**src/hdl/scs_defines.svh**
```systemverilog
// register map, field positions and timing counts of the serial port block
`ifndef SCS_DEFINES_SVH
`define SCS_DEFINES_SVH
`define SCS_CFG_ADDR    8'hA1
`define SCS_CFG_RST     8'h07
`define SCS_BIT_BUSY    7
`define SCS_BIT_MST     6
`define SCS_BIT_CPHA    5
`define SCS_BIT_CPOL    4
`define SCS_BIT_SEL     3
`define SCS_BIT_PIN     2
`define SCS_BIT_SHIFT_REGISTER_EMPTY    1
`define SCS_BIT_RXE     0
`define SCS_MCLK_NS     50
`define SCS_SCK_HALF_NS 100
`define SCS_HALF        (3'((`SCS_SCK_HALF_NS) / (`SCS_MCLK_NS)))
`define SCS_BIT_LEN     (3'(2 * `SCS_HALF))
`define SCS_BIT_LAST    (`SCS_BIT_LEN - 3'd1)
`define SCS_BYTE_LAST   3'd7
`define SCS_DGL_LAST    2'd2
`endif

```
**src/hdl/scs_pkg.sv**
```systemverilog
// types shared by the serial port block
package scs_pkg;
  typedef enum logic [1:0] {
    SCS_IDLE = 2'b01,
    SCS_XFER = 2'b10
  } scs_state_t;

  typedef struct packed {
    scs_state_t  st;
    logic        mst;
    logic        cpha;
    logic        cpol;
    logic        busy;
    logic        shift_register_empty;
    logic        fin;
    logic [2:0]  cnt;
    logic [2:0]  bits;
    logic [7:0]  shreg;
    logic [7:0]  txb;
    logic        txv;
    logic        txrdy;
    logic [7:0]  hd;
    logic        hv;
    logic [7:0]  tl;
    logic        tv;
    logic [7:0]  rxb;
    logic        pend;
    logic [1:0]  dgl;
    logic        nss_f;
    logic        sclk_d;
    logic        sclk_o;
    logic        mosi_o;
    logic        miso_o;
    logic        sclk_oe;
    logic        mosi_oe;
    logic        miso_oe;
    logic [7:0]  rdata;
  } scs_regs_t;

  typedef struct packed {
    logic [3:0] s1;
    logic [3:0] s2;
  } scs_sync_t;
endpackage

```
**src/hdl/scs_sync.sv**
```systemverilog
// two-stage synchroniser for the pin inputs
`timescale 1ns/1ps
module scs_sync
  import scs_pkg::*;
(
  input  wire logic       mclk,
  input  wire logic       arst_n,
  input  wire logic       ce,
  input  wire logic [3:0] din,
  output logic      [3:0] dout
);
  scs_sync_t r;
  scs_sync_t n;

  // first stage feeds only the second stage
  always_comb begin
    n = r;
    if (ce) begin
      n.s1 = din;
      n.s2 = r.s1;
    end
  end

  // pins idle high after reset
  always_ff @(posedge mclk or negedge arst_n) begin
    if (!arst_n) begin
      r <= '{s1: 4'hF, s2: 4'hF};
    end else begin
      r <= n;
    end
  end

  assign dout = r.s2;
endmodule

```
**src/hdl/scs_top.sv**
```systemverilog
// serial port configuration, status and shift engine
//
// Function
// - busy bit is 1 over a master transfer, and in slave from first clock edge to last sample; phase 0 slave also from final edge to deselect
// - master-select 0 means slave; 1 means master driving serial clock
// - phase 0 centres data on first clock edge; 1 on second edge
// - polarity 0 rests clock low when idle; 1 rests it high
// - selected bit follows the deglitched select input, low gives 1
// - select-pin bit returns raw pin level sampled at the read
// - slave: shift-empty set when byte done, nothing pending either way
// - shift-empty cleared on load from transmit buffer or clock edge
// - shift-empty reads 1 in master operation
// - slave: receive-empty is 0 while unread data waits, else 1
// - receive-empty reads 1 in master operation
// - slave samples incoming data at the middle of each bit
// - master samples incoming data one clock before each bit ends
`timescale 1ns/1ps
`include "scs_defines.svh"
module scs_top
  import scs_pkg::*;
(
  input  wire logic       mclk,
  input  wire logic       arst_n,
  input  wire logic       ce,
  input  wire logic [7:0] sfr_addr,
  input  wire logic       sfr_wr,
  input  wire logic       sfr_rd,
  input  wire logic [7:0] sfr_wdata,
  output logic      [7:0] sfr_rdata,
  input  wire logic       sclk_in,
  output logic            sclk_out,
  output logic            sclk_oe,
  input  wire logic       mosi_in,
  output logic            mosi_out,
  output logic            mosi_oe,
  input  wire logic       miso_in,
  output logic            miso_out,
  output logic            miso_oe,
  input  wire logic       slave_select_n,
  input  wire logic [7:0] tx_data,
  input  wire logic       tx_valid,
  output logic            tx_ready,
  output logic      [7:0] rx_data,
  output logic            rx_valid,
  input  wire logic       rx_ready
);
  scs_regs_t  r;
  scs_regs_t  n;
  logic [3:0] pins_s;
  logic       sclk_s;
  logic       mosi_s;
  logic       miso_s;
  logic       nss_s;

  // ----------------------------------------------------------------
  // pin synchronisers
  // ----------------------------------------------------------------
  scs_sync u_sync (
    .mclk   (mclk),
    .arst_n (arst_n),
    .ce     (ce),
    .din    ({sclk_in, mosi_in, miso_in, slave_select_n}),
    .dout   (pins_s)
  );
  assign sclk_s = pins_s[3];
  assign mosi_s = pins_s[2];
  assign miso_s = pins_s[1];
  assign nss_s  = pins_s[0];

  // ----------------------------------------------------------------
  // status word as software sees it
  // ----------------------------------------------------------------
  function automatic logic [7:0] cfg_word(input scs_regs_t q,
                                          input logic      pin);
    logic [7:0] w;
    w = 8'h00;
    w[`SCS_BIT_BUSY] = q.busy;
    w[`SCS_BIT_MST]  = q.mst;
    w[`SCS_BIT_CPHA] = q.cpha;
    w[`SCS_BIT_CPOL] = q.cpol;
    w[`SCS_BIT_SEL]  = ~q.nss_f;
    w[`SCS_BIT_PIN]  = pin;
    w[`SCS_BIT_SHIFT_REGISTER_EMPTY] = q.mst | q.shift_register_empty;
    w[`SCS_BIT_RXE]  = q.mst | ~q.hv;
    return w;
  endfunction

  // ----------------------------------------------------------------
  // next-state logic
  // ----------------------------------------------------------------
  logic       sel;
  logic       rise;
  logic       fall;
  logic       lead;
  logic       trail;
  logic       push;
  logic [7:0] pb;
  logic [7:0] sh;

  always_comb begin
    n     = r;
    push  = 1'b0;
    pb    = r.rxb;
    sh    = r.shreg;
    rise  = sclk_s & ~r.sclk_d;
    fall  = ~sclk_s & r.sclk_d;
    lead  = r.cpol ? fall : rise;
    trail = r.cpol ? rise : fall;
    sel   = ~r.nss_f & ~r.mst;
    n.sclk_d = sclk_s;

    // select deglitch: three equal samples before the level moves
    if (nss_s == r.nss_f) begin
      n.dgl = 2'd0;
    end else if (r.dgl == `SCS_DGL_LAST) begin
      n.nss_f = nss_s;
      n.dgl   = 2'd0;
    end else begin
      n.dgl = r.dgl + 2'd1;
    end

    // register port: only the three control bits are writable
    if (sfr_wr && sfr_addr == `SCS_CFG_ADDR) begin
      n.mst  = sfr_wdata[`SCS_BIT_MST];
      n.cpha = sfr_wdata[`SCS_BIT_CPHA];
      n.cpol = sfr_wdata[`SCS_BIT_CPOL];
    end
    if (sfr_rd) begin
      n.rdata = (sfr_addr == `SCS_CFG_ADDR) ? cfg_word(r, nss_s) : 8'h00;
    end

    // transmit holding byte
    if (tx_valid && !r.txv) begin
      n.txb = tx_data;
      n.txv = 1'b1;
    end

    // receive buffer pop; head always holds the older byte
    if (rx_ready && r.hv) begin
      n.hd = r.tl;
      n.hv = r.tv;
      n.tv = 1'b0;
    end
    if (r.pend) begin
      push   = 1'b1;
      n.pend = 1'b0;
    end

    if (r.mst) begin
      // master: clock generated here, starts only when a byte is queued
      case (r.st)
        SCS_IDLE: begin
          n.sclk_o = r.cpol;
          if (r.txv && !r.pend) begin
            n.shreg  = r.txb;
            n.txv    = 1'b0;
            n.busy   = 1'b1;
            n.st     = SCS_XFER;
            n.cnt    = 3'd0;
            n.bits   = 3'd0;
            n.mosi_o = r.txb[7];
            n.sclk_o = r.cpol ^ r.cpha;
          end
        end
        SCS_XFER: begin
          n.cnt = r.cnt + 3'd1;
          if (r.cnt == `SCS_BIT_LAST) begin
            // late sample leaves the slave the longest settle time
            sh      = {r.shreg[6:0], miso_s};
            n.shreg = sh;
            n.cnt   = 3'd0;
            n.bits  = r.bits + 3'd1;
            n.mosi_o = sh[7];
            if (r.bits == `SCS_BYTE_LAST) begin
              push   = 1'b1;
              pb     = sh;
              n.busy = 1'b0;
              n.st   = SCS_IDLE;
            end
          end
          if (n.st == SCS_XFER) begin
            // phase 0 idles first half, phase 1 idles second half
            n.sclk_o = r.cpol ^ (r.cpha ? (n.cnt < `SCS_HALF)
                                        : (n.cnt >= `SCS_HALF));
          end else begin
            n.sclk_o = r.cpol;
          end
        end
        default: begin
          n.st   = SCS_IDLE;
          n.busy = 1'b0;
        end
      endcase
      n.shift_register_empty = 1'b1;
      n.fin  = 1'b0;
    end else if (!sel) begin
      // slave not selected: drop any partial byte
      n.st     = SCS_IDLE;
      n.busy   = 1'b0;
      n.bits   = 3'd0;
      n.sclk_o = r.cpol;
      if (r.st == SCS_XFER) begin
        n.fin = 1'b1;
      end
    end else begin
      // slave selected: preload a byte while the shift register is empty
      if (r.st == SCS_IDLE && r.shift_register_empty && r.txv) begin
        n.shreg  = r.txb;
        n.txv    = 1'b0;
        n.shift_register_empty   = 1'b0;
        n.fin    = 1'b0;
        n.miso_o = r.txb[7];
      end
      if (rise || fall) begin
        n.shift_register_empty = 1'b0;
        n.fin  = 1'b0;
        n.busy = 1'b1;
        n.st   = SCS_XFER;
      end
      if (r.cpha ? lead : trail) begin
        n.miso_o = r.shreg[7];
      end
      if (r.cpha ? trail : lead) begin
        // the sampling edge sits at the middle of the bit
        sh      = {r.shreg[6:0], mosi_s};
        n.shreg = sh;
        n.bits  = r.bits + 3'd1;
        if (r.bits == `SCS_BYTE_LAST) begin
          push   = 1'b1;
          pb     = sh;
          n.bits = 3'd0;
          n.busy = 1'b0;
          n.st   = SCS_IDLE;
          n.fin  = 1'b1;
        end
      end
    end

    // store into the buffer; a full buffer parks the byte in pend
    if (push) begin
      if (!n.hv) begin
        n.hd = pb;
        n.hv = 1'b1;
      end else if (!n.tv) begin
        n.tl = pb;
        n.tv = 1'b1;
      end else begin
        n.rxb  = pb;
        n.pend = 1'b1;
      end
    end

    // empty only once nothing waits on either side
    if (!r.mst && n.fin && !n.txv && !n.pend) begin
      n.shift_register_empty = 1'b1;
    end

    n.txrdy   = ~n.txv;
    n.sclk_oe = n.mst;
    n.mosi_oe = n.mst;
    n.miso_oe = ~n.mst & ~n.nss_f;

    // a low enable freezes everything
    if (!ce) begin
      n = r;
    end
  end

  // ----------------------------------------------------------------
  // state register
  // ----------------------------------------------------------------
  always_ff @(posedge mclk or negedge arst_n) begin
    if (!arst_n) begin
      r        <= '0;
      r.st     <= SCS_IDLE;
      r.shift_register_empty   <= 1'(`SCS_CFG_RST >> `SCS_BIT_SHIFT_REGISTER_EMPTY);
      r.nss_f  <= 1'b1;
      r.sclk_d <= 1'b1;
      r.txrdy  <= 1'b1;
    end else begin
      r <= n;
    end
  end

  assign sfr_rdata = r.rdata;
  assign sclk_out  = r.sclk_o;
  assign sclk_oe   = r.sclk_oe;
  assign mosi_out  = r.mosi_o;
  assign mosi_oe   = r.mosi_oe;
  assign miso_out  = r.miso_o;
  assign miso_oe   = r.miso_oe;
  assign tx_ready  = r.txrdy;
  assign rx_data   = r.hd;
  assign rx_valid  = r.hv;

  logic rd_cfg;
  assign rd_cfg = ce && sfr_rd && sfr_addr == `SCS_CFG_ADDR;
endmodule
```
**config.mk**
```make
export PLATFORM = sky130hd
export DESIGN_NAME = scs_top
export DESIGN_NICKNAME = d
export VERILOG_FILES = /design/src/hdl/scs_pkg.sv /design/src/hdl/scs_sync.sv /design/src/hdl/scs_top.sv
export VERILOG_INCLUDE_DIRS = /design/src /design/src/hdl
export SDC_FILE = /design/constraint.sdc
export NUM_CORES = 1
export LEC_CHECK = 0
export BUFFER_PORTS_ARGS = -buffer_cell sky130_fd_sc_hd__buf_2
export CAP_MARGIN = 15
export CORE_ASPECT_RATIO = 0.75
export CORE_MARGIN = 2
export CORE_UTILIZATION = 58
export CTS_CLUSTER_SIZE = 12
export DETAILED_ROUTE_END_ITERATION = 7
export GPL_ROUTABILITY_DRIVEN = 0
export HOLD_SLACK_MARGIN = 0.03
export PLACE_DENSITY = 0.8
export SYNTH_ARGS = -nofsm -noshare
export SYNTH_HDL_FRONTEND = slang
export SYNTH_SLANG_ARGS = --single-unit
```
**constraint.sdc**
```tcl
create_clock -name mclk -period 2.5 [get_ports mclk]
set_clock_uncertainty 0.2 [all_clocks]
set_input_delay 0.375 -clock mclk [delete_from_list [all_inputs] [get_ports mclk]]
set_output_delay 0.375 -clock mclk [all_outputs]
set_load 0.02 [all_outputs]
```
==> qor.csv <==
stage;metric;value;unit
sta;Max Freq;422;MHz
sta;Final period util;94.8;%
placed_design;DP Cell Count;567;
detailed_routing;Met1 Routed Length;4470;um
placed_design;Place WS;0.155;ns
logic_synthesis;asr flop ratio synth;100;%
logic_synthesis;register area share after synthesis;47.3;%
detailed_routing;DR vias;3465;
placed_design;dpl hpwl;7000;um
critical_path;end point of the critical path;r[29];
die;DIE WIDTH;105;um
clocking;H-tree Lvls;3;
die;die area;8350;um2
sta;pins over their slew limit;0;
critical_path;CP endpoint kind;flip-flop;
clocking;Hold-fix buffers, CTS;1;
die;Initial Utilization;60.1;%
die;Ports;59;
global_route;initial antenna violation count;0;
detailed_routing;# DRC;0;
global_route;pin count of the biggest net entering global routing;41;
critical_path;RR Startpoint;u_sync.dout[3];
sta;Hold Vio Cnt, Final;0;
sta;Worst Setup Slack, final;0.130;ns
worst_hold_path;Worst Hold Class;in -> reg;
clocking;postcts setup bufs;0;
detailed_routing;met3 wire length;745;um
sta;setup_tns;0;ns
global_route;gr ovfl total;0;
logic_synthesis;post-synthesis register bit count;83;
clocking;Num CTS Buffers;9;
detailed_routing;DR top layer;met4;
logic_synthesis;Synth Cell Area;4420;um2
global_route;first-pass GRT wire length;16300;um
logic_synthesis;Cells after Synth;423;
final_layout;fill count;587;
critical_path;worst r2r dst;r[29];
clocking;clock-pin slew on the worst setup and hold paths;0.09;ns
detailed_routing;post-route ant nets;0;
placed_design;# port buffers;53;
power;PwrDens;745;nW/um2
logic_synthesis;Synthesis Warnings;0;
critical_path;Crit Path Category;reg -> reg;
run;Max Cap Viol;0;
final_layout;Syn-to-layout area delta;12.9;%
global_route;GRT Resource Usage Total;24.9;%
clocking;CTS tree;built;
run_status;status;completed;
final_layout;NumNets Final;520;
critical_path;crit path DAT;2.40;ns
final_layout;area of the multi-input gates;2040;um2
final_layout;Non-Filler Instances;584;
sta;Tmin final;2.37;ns
logic_synthesis;post-synth top area share;39.6;%
final_layout;Antenna Cells;0;
sta;RSZ-0062 raised after global routing;false;
critical_path;r2r setup slk;0.13;ns
clocking;Sink Count;83;
logic_synthesis;largest cells by area after synthesis;dfrtp_1 (40%), mux2_2 (8.4%), dfstp_2 (7.7%), mux2i_1 (5.2%), nand2_1 (4.1%);
logic_synthesis;Synth Net Count;465;
clocking;clk_lat worst skew;0.36;ns
detailed_routing;DRT iter0 DRCs;254;
final_layout;share of cells above drive strength 1;32.5;%
sta;slew margin rel.;64.8;%
logic_synthesis;Yosys cell types;58;
die;num rows;27;
logic_synthesis;number of synthesized flops with an enable pin;0;
power;maximum vdd drop;631;uV
final_layout;fin util;67.8;%
critical_path;worst-case reg-to-reg path depth;6;
power;Static Leak;0.00248;uW
critical_path;Crit path required time;2.53;ns
clocking;post-cts sizing count;0;
critical_path;Startpoint Class;flip-flop;
sta;final setup violation count;0;
detailed_routing;TritonRoute pass-1 iters;5;
logic_synthesis;leading area contributor after synthesis;dfrtp_1;
detailed_routing;met2 wire length;4230;um
die;CORE AREA;7360;um2
detailed_routing;vias per inst;5.93;
critical_path;Setup crit start;u_sync.dout[3];
global_route;vias in the first global route;3285;
sta;worst slew pin tran;0.526;ns
logic_synthesis;Synth Flop Type;dfrtp_1;
final_layout;FF/Latch Area;2090;um2
detailed_routing;final wirelength;9530;um
die;Die H;79.6;um
detailed_routing;post-DR wirelength/cell;16.3;um
logic_synthesis;Synth Area per Inst;10.5;um2
critical_path;critical-path maximum fanout;8;
clocking;clock buffer depth;2;
clocking;clock root cell;clkbuf_8;
[area by class of cell]
class / count / share of cell area [%]
multi-input cells: 281 / 40.8
repair buffers: 78 / 9.17
clock inverters: 6 / 1.00
well taps: 101 / 2.53
inverters: 25 / 1.88
clock buffers: 10 / 2.76
flip-flops and latches: 83 / 41.9
[worst min-delay path by stage]
stage / end / cells past startpoint / startpoint / slack (ns)
2_1_floorplan: miso_oe / 0 / arst_n / -0.12
3_3_place_gp: r[72] / 1 / arst_n / 0.18
3_5_place_dp: r[72] / 1 / arst_n / 0.18
4_1_cts: r[72] / 2 / sfr_wdata[4] / 0.04
5_1_grt: r[72] / 2 / sfr_wdata[4] / 0.04
6_report: r[73] / 2 / sfr_wdata[5] / 0.05
[logic make-up after synthesis]
kind of cell / synth area share (%)
flip-flops: 47.3
XOR/XNOR: 0.962
multiplexers: 13.9
adder cells (fa/ha/maj): 1.98
AO/OA/AOI/OAI: 17.0
AND/OR/NAND/NOR: 12.1
buffers and inverters: 6.65
[cells in the mapped netlist, types with 2 or more instances]
cell type and instances:
a211oi_1 7, a21o_1 3, a21oi_1 10, a21oi_2 9, a221o_1 3, a22o_1 8
a2bb2oi_1 2, a311oi_1 2, a31o_2 2, a31oi_1 12, and3_1 9, buf_1 3
buf_4 17, clkbuf_1 12, dfrtp_1 70, dfstp_2 13, ha_1 7, inv_1 24
mux2_2 33, mux2i_1 23, nand2_1 48, nand2b_1 2, nand3_1 13, nand3b_1 2
nand4_1 2, nor2_1 16, nor2b_1 3, nor3_1 2, nor3b_1 2, o21a_1 3
o21ai_0 21, o22ai_1 9, o2bb2ai_1 3, or3_1 3, xnor2_1 2
[routing by layer]
metal / vias up / global-route usage (%)
met5: - / 0
met2: 144 / 38.1
met4: 0 / 5.47
met1: 1688 / 36.0
li1: 1621 / -
met3: 12 / 6.20
[worst max-delay path, cell delays in order (launching register included)]
cell,delay [ns]
dfstp_2,0.55
inv_1,0.06
ha_1,0.22
mux2_4,0.34
a31oi_4,0.37
mux2i_1,0.37
mux2i_1,0.13
[registers in the layout, indices dropped and copies added, names as in the netlist]
signal,flops
r,52
rx_data,8
sfr_rdata,8
u_sync.dout,4
u_sync.r,4
miso_oe,1
miso_out,1
mosi_oe,1
mosi_out,1
rx_valid,1
sclk_out,1
tx_ready,1
[stage by stage]
step                area [um2]  hold WS, ns  power [uW]
floorplan                 4420       -0.121        2490
global placement          4800        0.175        2770
detailed placement        4800        0.178        2830
CTS                       4990       0.0365        3720
global route              4990       0.0379        3940
finish                    4990       0.0464        3720
[cell usage in the layout, fill, tap and decap left out, types with 8 or more instances in the layout]
cell type,n
a21oi_2,9
mux2i_1,23
a22o_1,8
and3_1,9
dfstp_2,13
a31oi_1,12
clkbuf_8,10
o22ai_1,9
o21ai_0,21
buf_2,52
inv_1,24
dfrtp_1,70
nor2_1,16
buf_4,25
mux2_2,33
a21oi_1,10
nand2_1,48
nand3_1,13
[power by group]
part | leakage, uW | internal, uW | total (uW) | switching [uW]
Clock | 0.0000891 | 396 | 903 | 507
Combinational | 0.00138 | 441 | 969 | 528
Sequential | 0.00101 | 1610 | 1850 | 239
Note: power is estimated with default switching activity, not from simulation.
